**config.mk**
```make
export PLATFORM = sky130hd
export DESIGN_NAME = digital_io_port
export DESIGN_NICKNAME = d
export VERILOG_FILES = /design/src/shared/gpio_pkg.sv /design/src/design/digital_io_port.sv /design/src/design/edge_irq_flags.sv /design/src/design/pin_sync.sv
export SDC_FILE = /design/constraint.sdc
export NUM_CORES = 1
export LEC_CHECK = 0
export BUFFER_PORTS_ARGS = -buffer_cell sky130_fd_sc_hd__buf_2
export CORE_MARGIN = 5
export CORE_UTILIZATION = 39
export CTS_CLUSTER_SIZE = 12
export DETAILED_ROUTE_END_ITERATION = 12
export PLACE_DENSITY_LB_ADDON = 0.3
export SKIP_LAST_GASP = 1
export SYNTH_ARGS = -nofsm -noshare
export SYNTH_HDL_FRONTEND = slang
export SYNTH_SLANG_ARGS = --single-unit
```
**constraint.sdc**
```tcl
create_clock -name aclk -period 2.7 [get_ports aclk]
set_clock_uncertainty 0.1 [all_clocks]
set_input_delay 0.27 -clock aclk [delete_from_list [all_inputs] [get_ports aclk]]
set_output_delay 0.27 -clock aclk [all_outputs]
set_load 0.03 [all_outputs]
```
**src/shared/gpio_pkg.sv**
```systemverilog
// constants shared by the digital i/o port design files
package gpio_pkg;

    // ------------------------------------------------------------
    // geometry
    // ------------------------------------------------------------
    localparam int NPORT = 2;
    localparam int NPIN = 8;
    localparam int ADDR_W = 8;
    localparam int SYNC_STAGES = 2;

    // ------------------------------------------------------------
    // address map: byte addresses, port block selected by one bit
    // ------------------------------------------------------------
    localparam int PORT_SEL_BIT = 6;
    localparam int GLOBAL_SEL_BIT = 7;
    localparam logic [5:0] OFF_INPUT_LEVELS = 6'h00;
    localparam logic [5:0] OFF_OUTPUT_VALUES = 6'h04;
    localparam logic [5:0] OFF_DIRECTION = 6'h08;
    localparam logic [5:0] OFF_PULL_ENABLE = 6'h0C;
    localparam logic [5:0] OFF_FSEL_LOW = 6'h10;
    localparam logic [5:0] OFF_FSEL_HIGH = 6'h14;
    localparam logic [5:0] OFF_IRQ_FLAGS = 6'h18;
    localparam logic [5:0] OFF_EDGE_SELECT = 6'h1C;
    localparam logic [5:0] OFF_IRQ_ENABLE = 6'h20;
    localparam logic [5:0] OFF_OSC_ENABLE = 6'h24;
    localparam logic [6:0] OFF_GLOBAL_CTRL = 7'h00;
    localparam int GCTRL_GIE_BIT = 0;

    // ------------------------------------------------------------
    // reset values
    // ------------------------------------------------------------
    localparam logic [7:0] RST_OUTPUT_VALUES = 8'h00;
    localparam logic [7:0] RST_DIRECTION = 8'h00;
    localparam logic [7:0] RST_PULL_ENABLE = 8'h00;
    localparam logic [7:0] RST_FSEL_LOW = 8'h00;
    localparam logic [7:0] RST_FSEL_HIGH = 8'h00;
    localparam logic [7:0] RST_IRQ_FLAGS = 8'h00;
    localparam logic [7:0] RST_EDGE_SELECT = 8'h00;
    localparam logic [7:0] RST_IRQ_ENABLE = 8'h00;
    localparam logic [7:0] RST_OSC_ENABLE = 8'h00;
    localparam logic RST_GIE = 1'b0;

    // ------------------------------------------------------------
    // pin function codes {select high, select low}
    // ------------------------------------------------------------
    localparam logic [1:0] FN_IO = 2'b00;
    localparam logic [1:0] FN_PRIMARY = 2'b01;
    localparam logic [1:0] FN_RESERVED = 2'b10;
    localparam logic [1:0] FN_SECONDARY = 2'b11;

    // ------------------------------------------------------------
    // bus responses
    // ------------------------------------------------------------
    localparam logic [1:0] RESP_OKAY = 2'b00;
    localparam logic [1:0] RESP_SLVERR = 2'b10;

endpackage

```
**src/design/digital_io_port.sv**
```systemverilog
// two eight-pin i/o ports with edge interrupts behind an axi4-lite slave
`timescale 1ns/10ps
module digital_io_port
    import gpio_pkg::*;
(
    input wire logic aclk, // system clock
    input wire logic aresetn, // synchronous reset, active low
    input wire logic [ADDR_W-1:0] s_axi_awaddr, // write address
    input wire logic [2:0] s_axi_awprot, // write protection, unused
    input wire logic s_axi_awvalid, // write address valid
    output logic s_axi_awready, // write address ready
    input wire logic [31:0] s_axi_wdata, // write data
    input wire logic [3:0] s_axi_wstrb, // write strobes
    input wire logic s_axi_wvalid, // write data valid
    output logic s_axi_wready, // write data ready
    output logic [1:0] s_axi_bresp, // write response
    output logic s_axi_bvalid, // write response valid
    input wire logic s_axi_bready, // write response ready
    input wire logic [ADDR_W-1:0] s_axi_araddr, // read address
    input wire logic [2:0] s_axi_arprot, // read protection, unused
    input wire logic s_axi_arvalid, // read address valid
    output logic s_axi_arready, // read address ready
    output logic [31:0] s_axi_rdata, // read data
    output logic [1:0] s_axi_rresp, // read response
    output logic s_axi_rvalid, // read data valid
    input wire logic s_axi_rready, // read data ready
    input wire logic [NPORT-1:0][NPIN-1:0] pin_level, // pad input levels
    output logic [NPORT-1:0][NPIN-1:0] pin_drive, // pad output value
    output logic [NPORT-1:0][NPIN-1:0] pin_drive_oe, // pad driver on
    output logic [NPORT-1:0][NPIN-1:0] pull_en, // weak pull on
    output logic [NPORT-1:0][NPIN-1:0] pull_up, // 1 pull up, 0 down
    input wire logic [NPORT-1:0][NPIN-1:0] prim_periph_data, // primary out
    input wire logic [NPORT-1:0][NPIN-1:0] sec_periph_data, // secondary out
    output logic [NPORT-1:0][NPIN-1:0] periph_input, // latched to periph
    output logic osc_timer_in, // ored pin oscillator signal
    output logic [NPORT-1:0] port_irq // one request per port
);

    // ------------------------------------------------------------
    // register state
    // ------------------------------------------------------------
    logic [NPORT-1:0][NPIN-1:0] out_r;
    logic [NPORT-1:0][NPIN-1:0] dir_r;
    logic [NPORT-1:0][NPIN-1:0] ren_r;
    logic [NPORT-1:0][NPIN-1:0] sel_r;
    logic [NPORT-1:0][NPIN-1:0] sel2_r;
    logic [NPORT-1:0][NPIN-1:0] ies_r;
    logic [NPORT-1:0][NPIN-1:0] ie_r;
    logic [NPORT-1:0][NPIN-1:0] osc_r;
    logic gie_r;
    logic [NPORT-1:0][NPIN-1:0] level_sync;
    logic [NPORT-1:0][NPIN-1:0] flags;
    logic [NPORT-1:0] flag_wr;

    // ------------------------------------------------------------
    // axi write channel
    // ------------------------------------------------------------
    logic awready_r;
    logic wready_r;
    logic aw_have_r;
    logic w_have_r;
    logic [ADDR_W-1:0] waddr_r;
    logic [31:0] wdata_r;
    logic [3:0] wstrb_r;
    logic bvalid_r;
    logic [1:0] bresp_r;
    logic wr_go;
    logic wr_ok;
    logic wr_lane0;
    logic wr_global;
    logic [NPORT-1:0] wr_port;
    logic [5:0] wr_off;

    assign wr_go = aw_have_r & w_have_r & ~bvalid_r;
    assign wr_lane0 = wr_go & wstrb_r[0];
    assign wr_global = waddr_r[GLOBAL_SEL_BIT];
    assign wr_off = waddr_r[5:0];

    always_comb begin
        wr_ok = 1'b0;
        if (waddr_r[1:0] == 2'b00) begin
            if (wr_global) begin
                wr_ok = (waddr_r[6:0] == OFF_GLOBAL_CTRL);
            end else begin
                wr_ok = (wr_off <= OFF_OSC_ENABLE);
            end
        end
    end

    always_comb begin
        wr_port = '0;
        if (wr_lane0 && wr_ok && !wr_global) begin
            wr_port[waddr_r[PORT_SEL_BIT]] = 1'b1;
        end
    end

    always_ff @(posedge aclk) begin
        if (!aresetn) begin
            awready_r <= 1'b1;
            aw_have_r <= 1'b0;
            waddr_r <= '0;
        end else if (s_axi_awvalid && awready_r) begin
            awready_r <= 1'b0;
            aw_have_r <= 1'b1;
            waddr_r <= s_axi_awaddr;
        end else if (wr_go) begin
            aw_have_r <= 1'b0;
        end else if (bvalid_r && s_axi_bready) begin
            awready_r <= 1'b1;
        end
    end

    always_ff @(posedge aclk) begin
        if (!aresetn) begin
            wready_r <= 1'b1;
            w_have_r <= 1'b0;
            wdata_r <= 32'h0000_0000;
            wstrb_r <= 4'h0;
        end else if (s_axi_wvalid && wready_r) begin
            wready_r <= 1'b0;
            w_have_r <= 1'b1;
            wdata_r <= s_axi_wdata;
            wstrb_r <= s_axi_wstrb;
        end else if (wr_go) begin
            w_have_r <= 1'b0;
        end else if (bvalid_r && s_axi_bready) begin
            wready_r <= 1'b1;
        end
    end

    always_ff @(posedge aclk) begin
        if (!aresetn) begin
            bvalid_r <= 1'b0;
            bresp_r <= RESP_OKAY;
        end else if (wr_go) begin
            bvalid_r <= 1'b1;
            bresp_r <= wr_ok ? RESP_OKAY : RESP_SLVERR;
        end else if (bvalid_r && s_axi_bready) begin
            bvalid_r <= 1'b0;
        end
    end

    always_ff @(posedge aclk) begin
        if (!aresetn) begin
            gie_r <= RST_GIE;
        end else if (wr_lane0 && wr_ok && wr_global) begin
            gie_r <= wdata_r[GCTRL_GIE_BIT];
        end
    end

    // ------------------------------------------------------------
    // per-port registers, synchroniser, flags, pads
    // ------------------------------------------------------------
    genvar gp;
    genvar gb;
    generate
        for (gp = 0; gp < NPORT; gp++) begin : g_port
            // input register itself has no storage, so writes vanish
            always_ff @(posedge aclk) begin
                if (!aresetn) begin
                    out_r[gp] <= RST_OUTPUT_VALUES;
                    dir_r[gp] <= RST_DIRECTION;
                    ren_r[gp] <= RST_PULL_ENABLE;
                    sel_r[gp] <= RST_FSEL_LOW;
                    sel2_r[gp] <= RST_FSEL_HIGH;
                    ies_r[gp] <= RST_EDGE_SELECT;
                    ie_r[gp] <= RST_IRQ_ENABLE;
                    osc_r[gp] <= RST_OSC_ENABLE;
                end else if (wr_port[gp]) begin
                    case (wr_off)
                        OFF_OUTPUT_VALUES: out_r[gp] <= wdata_r[7:0];
                        OFF_DIRECTION: dir_r[gp] <= wdata_r[7:0];
                        OFF_PULL_ENABLE: ren_r[gp] <= wdata_r[7:0];
                        OFF_FSEL_LOW: sel_r[gp] <= wdata_r[7:0];
                        OFF_FSEL_HIGH: sel2_r[gp] <= wdata_r[7:0];
                        OFF_EDGE_SELECT: ies_r[gp] <= wdata_r[7:0];
                        OFF_IRQ_ENABLE: ie_r[gp] <= wdata_r[7:0];
                        OFF_OSC_ENABLE: osc_r[gp] <= wdata_r[7:0];
                        default: ;
                    endcase
                end
            end

            assign flag_wr[gp] = wr_port[gp] && (wr_off == OFF_IRQ_FLAGS);

            pin_sync u_sync (
                .aclk(aclk),
                .aresetn(aresetn),
                .async_in(pin_level[gp]),
                .sync_out(level_sync[gp])
            );

            edge_irq_flags u_flags (
                .aclk(aclk),
                .aresetn(aresetn),
                .level(level_sync[gp]),
                .edge_sel(ies_r[gp]),
                .fsel_low(sel_r[gp]),
                .irq_en(ie_r[gp]),
                .global_interrupt_enable(gie_r),
                .sw_wr(flag_wr[gp]),
                .sw_data(wdata_r[7:0]),
                .flags(flags[gp]),
                .irq(port_irq[gp])
            );

            for (gb = 0; gb < NPIN; gb++) begin : g_pin
                logic [1:0] fn;
                logic drv_nxt;
                logic oe_nxt;
                logic pen_nxt;
                logic pup_nxt;
                logic drv_r;
                logic oe_r;
                logic pen_r;
                logic pup_r;
                logic pin_in_r;

                assign fn = {sel2_r[gp][gb], sel_r[gp][gb]};

                always_comb begin
                    case (fn)
                        FN_PRIMARY: drv_nxt = prim_periph_data[gp][gb];
                        FN_SECONDARY: drv_nxt = sec_periph_data[gp][gb];
                        FN_IO: drv_nxt = out_r[gp][gb];
                        default: drv_nxt = out_r[gp][gb];
                    endcase
                    oe_nxt = dir_r[gp][gb] & ~ren_r[gp][gb];
                    pen_nxt = ren_r[gp][gb];
                    pup_nxt = out_r[gp][gb];
                    if (osc_r[gp][gb]) begin
                        oe_nxt = 1'b0;
                        pen_nxt = 1'b1;
                        pup_nxt = ~level_sync[gp][gb];
                    end
                end

                always_ff @(posedge aclk) begin
                    if (!aresetn) begin
                        drv_r <= 1'b0;
                        oe_r <= 1'b0;
                        pen_r <= 1'b0;
                        pup_r <= 1'b0;
                    end else begin
                        drv_r <= drv_nxt;
                        oe_r <= oe_nxt;
                        pen_r <= pen_nxt;
                        pup_r <= pup_nxt;
                    end
                end

                // peripheral input is transparent while selected
                always_ff @(posedge aclk) begin
                    if (!aresetn) begin
                        pin_in_r <= 1'b0;
                    end else if (sel_r[gp][gb]) begin
                        pin_in_r <= level_sync[gp][gb];
                    end
                end

                assign pin_drive[gp][gb] = drv_r;
                assign pin_drive_oe[gp][gb] = oe_r;
                assign pull_en[gp][gb] = pen_r;
                assign pull_up[gp][gb] = pup_r;
                assign periph_input[gp][gb] = pin_in_r;
            end
        end
    endgenerate

    // ------------------------------------------------------------
    // pin oscillator signal to the timer
    // ------------------------------------------------------------
    logic osc_r_out;

    always_ff @(posedge aclk) begin
        if (!aresetn) begin
            osc_r_out <= 1'b0;
        end else begin
            osc_r_out <= |(osc_r & level_sync);
        end
    end

    assign osc_timer_in = osc_r_out;

    // ------------------------------------------------------------
    // axi read channel
    // ------------------------------------------------------------
    logic arready_r;
    logic rvalid_r;
    logic [31:0] rdata_r;
    logic [1:0] rresp_r;
    logic [7:0] rd_byte;
    logic rd_ok;
    logic rd_port;
    logic [5:0] rd_off;

    assign rd_port = s_axi_araddr[PORT_SEL_BIT];
    assign rd_off = s_axi_araddr[5:0];

    always_comb begin
        rd_byte = 8'h00;
        rd_ok = 1'b1;
        if (s_axi_araddr[1:0] != 2'b00) begin
            rd_ok = 1'b0;
        end else if (s_axi_araddr[GLOBAL_SEL_BIT]) begin
            rd_ok = (s_axi_araddr[6:0] == OFF_GLOBAL_CTRL);
            rd_byte = {7'h00, gie_r};
        end else begin
            case (rd_off)
                OFF_INPUT_LEVELS: rd_byte = level_sync[rd_port];
                OFF_OUTPUT_VALUES: rd_byte = out_r[rd_port];
                OFF_DIRECTION: rd_byte = dir_r[rd_port];
                OFF_PULL_ENABLE: rd_byte = ren_r[rd_port];
                OFF_FSEL_LOW: rd_byte = sel_r[rd_port];
                OFF_FSEL_HIGH: rd_byte = sel2_r[rd_port];
                OFF_IRQ_FLAGS: rd_byte = flags[rd_port];
                OFF_EDGE_SELECT: rd_byte = ies_r[rd_port];
                OFF_IRQ_ENABLE: rd_byte = ie_r[rd_port];
                OFF_OSC_ENABLE: rd_byte = osc_r[rd_port];
                default: rd_ok = 1'b0;
            endcase
        end
    end

    always_ff @(posedge aclk) begin
        if (!aresetn) begin
            arready_r <= 1'b1;
            rvalid_r <= 1'b0;
            rdata_r <= 32'h0000_0000;
            rresp_r <= RESP_OKAY;
        end else if (s_axi_arvalid && arready_r) begin
            arready_r <= 1'b0;
            rvalid_r <= 1'b1;
            rdata_r <= rd_ok ? {24'h00_0000, rd_byte} : 32'h0000_0000;
            rresp_r <= rd_ok ? RESP_OKAY : RESP_SLVERR;
        end else if (rvalid_r && s_axi_rready) begin
            rvalid_r <= 1'b0;
            arready_r <= 1'b1;
        end
    end

    // ------------------------------------------------------------
    // bus outputs
    // ------------------------------------------------------------
    assign s_axi_awready = awready_r;
    assign s_axi_wready = wready_r;
    assign s_axi_bvalid = bvalid_r;
    assign s_axi_bresp = bresp_r;
    assign s_axi_arready = arready_r;
    assign s_axi_rvalid = rvalid_r;
    assign s_axi_rdata = rdata_r;
    assign s_axi_rresp = rresp_r;

endmodule

```
**src/design/edge_irq_flags.sv**
```systemverilog
// edge-triggered interrupt flags of one interrupt-capable port
`timescale 1ns/10ps
module edge_irq_flags
    import gpio_pkg::*;
(
    input wire logic aclk, // system clock
    input wire logic aresetn, // synchronous reset, active low
    input wire logic [NPIN-1:0] level, // synchronised pin levels
    input wire logic [NPIN-1:0] edge_sel, // 0 rising, 1 falling
    input wire logic [NPIN-1:0] fsel_low, // function select low bits
    input wire logic [NPIN-1:0] irq_en, // per-pin enables
    input wire logic global_interrupt_enable, // global interrupt enable
    input wire logic sw_wr, // software write of the flags
    input wire logic [NPIN-1:0] sw_data, // data of that write
    output logic [NPIN-1:0] flags, // sticky flags
    output logic irq // registered port request
);

    // ------------------------------------------------------------
    // edge detection on level xor edge select
    // ------------------------------------------------------------
    logic [NPIN-1:0] eff;
    logic [NPIN-1:0] eff_prev_r;
    // held low until the synchroniser shows the true pin level after reset
    logic [SYNC_STAGES:0] arm_r;
    logic [NPIN-1:0] hw_set;
    logic [NPIN-1:0] flags_r;
    logic irq_r;

    // a select change that meets the new edge's end level also sets
    assign eff = level ^ edge_sel;
    assign hw_set = arm_r[SYNC_STAGES] ? (eff & ~eff_prev_r & ~fsel_low)
                            : '0;

    always_ff @(posedge aclk) begin
        if (!aresetn) begin
            eff_prev_r <= '0;
            arm_r <= '0;
        end else begin
            eff_prev_r <= eff;
            arm_r <= {arm_r[SYNC_STAGES-1:0], 1'b1};
        end
    end

    // ------------------------------------------------------------
    // flags: software writes, hardware only sets, set wins
    // ------------------------------------------------------------
    always_ff @(posedge aclk) begin
        if (!aresetn) begin
            flags_r <= RST_IRQ_FLAGS;
        end else if (sw_wr) begin
            flags_r <= sw_data | hw_set;
        end else begin
            flags_r <= flags_r | hw_set;
        end
    end

    // ------------------------------------------------------------
    // one request per port
    // ------------------------------------------------------------
    always_ff @(posedge aclk) begin
        if (!aresetn) begin
            irq_r <= 1'b0;
        end else begin
            irq_r <= global_interrupt_enable & (|(flags_r & irq_en));
        end
    end

    assign flags = flags_r;
    assign irq = irq_r;

endmodule

```
**src/design/pin_sync.sv**
```systemverilog
// two-flop synchroniser for a vector of pin levels
`timescale 1ns/10ps
module pin_sync
    import gpio_pkg::*;
(
    input wire logic aclk, // system clock
    input wire logic aresetn, // synchronous reset, active low
    input wire logic [NPIN-1:0] async_in, // raw pin levels
    output logic [NPIN-1:0] sync_out // levels in the clock domain
);

    // ------------------------------------------------------------
    // stages
    // ------------------------------------------------------------
    logic [NPIN-1:0] meta_r;
    logic [NPIN-1:0] stable_r;

    always_ff @(posedge aclk) begin
        if (!aresetn) begin
            meta_r <= '0;
            stable_r <= '0;
        end else begin
            meta_r <= async_in;
            stable_r <= meta_r;
        end
    end

    assign sync_out = stable_r;

endmodule

```
==> flow_summary_export.csv <==
group,metric,value,unit
outcome,status,"completed",
sta,fin_crit,2410,ps
synth,synth.top_cell.area_share,45.4,%
synth,netlist_area,13800,um2
floorplan,die_h,198,um
synth,synth_edf_count,0,
sta,setup_viol,0,
pwr,power_frac_clock,45.3,%
cts,h-tree-depth,2,
critical_path,worst_r2r_path_depth,5,
sta,fin_tns_setup,0,ps
placed_design,io_buffers,177,
job,drv_cap,0,
synth,yosys.area.top_type,"dfxtp_1",
finish,final-seq-area,6270,um2
routing,drt_pre_antenna_iters,5,
synth,yosysSeqAreaShare,45.4,%
floorplan,num_io_pins,237,
floorplan,num_rows,68,
pwr,power.leakage,0.00698,uW
routing,routed_wirelength,43100,um
finish,diodes,0,
critical_path,worstReg2RegStart,"waddr_r[0]",
floorplan,die_w,198,um
sta,fin_crit_sh,89.3,%
cts,cts_buffers,35,
sta,worst_pin_slew,779,ps
finish,largest_register_ffs,32,
critical_path,worstPathCellList,"nor4_4 > a21oi_1 > or4b_2 > mux2i_1 > nor2b_1",
finish,layout-drive-gt1-share,19.2,%
global_routing,grt.busiest_layer,"met2",
worst_hold_path,whs_path_depth,4,
worst_hold_path,min_path_type,"in -> reg",
synth,synthFlopType,"dfxtp_1",
synth,synth_cells,1440,
global_routing,grt_use_total,21.1,%
synth,async_reset_ff_share,0,%
cts,cts_buffer_depth,3,
synth,synth_area_leaders,"dfxtp_1, mux2i_1, buf_4, nand2_1, a21boi_0",
synth,ys_ff_latch,313,
cts,path_clk_slew,60,ps
global_routing,use_met3,3.15,%
critical_path,critPathBufInv,0,
routing,final_antenna_net_count,0,
cts,clkLatencyLatePin,520,ps
critical_path,cp_top_family,"simple AND/OR/NAND/NOR gates",
finish,multi_input_area,6450,um2
finish,fin_util,46.6,%
floorplan,core,34700,um2
routing,via_count,10600,
sta,fmax,415,MHz
finish,mostFrequentLayoutCell,"dfxtp_1",
global_routing,grt_pass1_vias,10200,
critical_path,crit_type,"reg -> reg",
critical_path,max_stage_delay,910,ps
routing,drc,0,
finish,area_delta_synth_final,17.4,%
critical_path,required,3010,ps
worst_hold_path,whs_endpoint,"g_port[1].g_pin[1].drv_r",
pwr,pwr-share-comb,5.9,%
critical_path,cp-end-kind,"flop",
cts,cts_tree,"done",
critical_path,crit_path_start,"waddr_r[0]",
global_routing,overflow,0,
finish,layout_common_cells,"dfxtp_1, nand2_1, mux2i_1",
routing,viasPerCell,5.15,
global_routing,globalRouteMet2Util,33.6,%
global_routing,grt_max_degree,93,
placed_design,gp_congestion,0.969,
floorplan,initial_core_util,39.7,%
sta,slew_viol_final,0,
synth,yosysWarnings,0,
cts,cts-root-buf,"clkbuf_16",
critical_path,startpoint_type,"flop",
global_routing,gr-usage-met1,30.0,%
critical_path,slowest_stage,"or4b_2",
cts,cts_resized,0,
synth,postSynthAreaPerCell,9.58,um2
pwr,netSwitchingPower,2300,uW
synth,ys_types,56,
cts,cts_sinks,313,
critical_path,rr_endpoint,"out_r[7]",
sta,rsz0062_at_grt,"no",
sta,relSlewSlack,48.0,%
placed_design,hpwl,31500,um
worst_hold_path,hp-start,"sec_periph_data[9]",
critical_path,worstPathMaxFanout,8,
global_routing,grt_pass1_wl,63400,um
routing,drt_iter0_markers,727,
finish,fillers,3324,
routing,routedWlPerCell,20.9,um
pwr,power_density,604,nW/um2
pwr,internal_power,7480,uW
pwr,seq_power_share,48.8,%
critical_path,r2r_slack,290,ps
sta,finalHoldViolCount,0,
finish,final_nets,1700,
global_routing,antenna_found_initial,1,
critical_path,arrival,2720,ps
pwr,vdd_drop_max,375,uV
floorplan,die-area,39200,um2
pwr,p_sw_share,23.5,%
## tightest hold or removal path: stages
cell and delay, ps:
buf_2 70, mux2i_1 60, nand2_1 60, o211a_1 120
## how the worst max path moves through the flow
stage               endpoint  slack (ps)  cells after the start
floorplan            ie_r[0]         450                      7
global placement    out_r[6]         310                      5
CTS                 out_r[7]         290                      5
global route        out_r[7]         160                      5
finish              out_r[7]         290                      5
detailed placement  out_r[4]         290                      5
## stage by stage
stage	worst slack, ps	total power [uW]	hold WS, ps	instances	cell area (um2)
3_3_place_gp	312	5390	314	1957	14700
2_1_floorplan	455	5210	198	1465	13900
4_1_cts	292	9870	0.518	2063	16200
3_5_place_dp	293	5390	319	1957	14700
6_report	290	9780	4.01	2063	16200
5_1_grt	164	10100	13.8	2063	16200
## synthesized netlist by cell type, types with 3 or more instances
master,count
dfxtp_1,313
nand2_1,196
mux2i_1,194
buf_4,109
a21boi_0,67
nor2b_1,67
clkbuf_1,63
and2_1,58
nor3_1,43
nand3_1,38
o21ai_0,38
o211a_1,31
nor2_1,28
o21a_1,17
xor2_1,16
o22ai_1,13
mux2_2,12
buf_1,10
a22oi_1,9
buf_2,8
a21oi_1,7
inv_1,7
nand4_1,7
or2_2,7
nand2b_1,6
or4_1,6
and3_1,5
nor4_1,5
o221ai_1,5
or3_1,5
a211o_1,4
a221o_1,4
nor4b_1,4
a41oi_1,3
nand3b_1,3
nor4_4,3
## power by group through the flow
| stage | logic (uW) | registers [uW] | clock network [uW] |
|---|---|---|---|
| floorplan | 380 | 4830 | 0 |
| global placement | 519 | 4870 | 0 |
| detailed placement | 525 | 4870 | 0 |
| CTS | 579 | 4770 | 4530 |
| global route | 627 | 4780 | 4730 |
| finish | 580 | 4770 | 4430 |
## routing by layer
layer / vias to the layer above / part of all wire [%] / wire (um)
met1: 5060 / 46 / 19600
met2: 349 / 45 / 19400
li1: 5143 / - / -
met4: 2 / 2.8 / 1200
met3: 68 / 6.6 / 2830
met5: - / 0.016 / 7
## cells by family (layout without fill, tap and decap cells)
logic type	after synthesis	count (layout)	share of synthesized area, %
muxes	206	206	15.1
xor gates and xnor gates	16	16	1.02
and+or+nand+nor	498	498	18.8
buffers and inverters	198	341	8.48
DFF	313	313	45.4
other	1	26	0.0272
AOI/OAI and AO/OA	208	208	11.2
## final cells by class
| class | count | share of cell area, % |
|---|---|---|
| clock buffer | 48 | 6.08 |
| multi-input combinational | 954 | 39.8 |
| inverter | 7 | 0.162 |
| clock inverter | 10 | 0.433 |
| sequential | 313 | 38.7 |
| timing repair buffer | 276 | 11.2 |
| tap | 455 | 3.52 |
## repair_timing
action,CTS,global route
endpoints found under the setup margin,0,0
hold buffers,48,0
endpoints found under the hold margin,46,0
setup buffers,0,0
(Power assumes the default switching activity.)
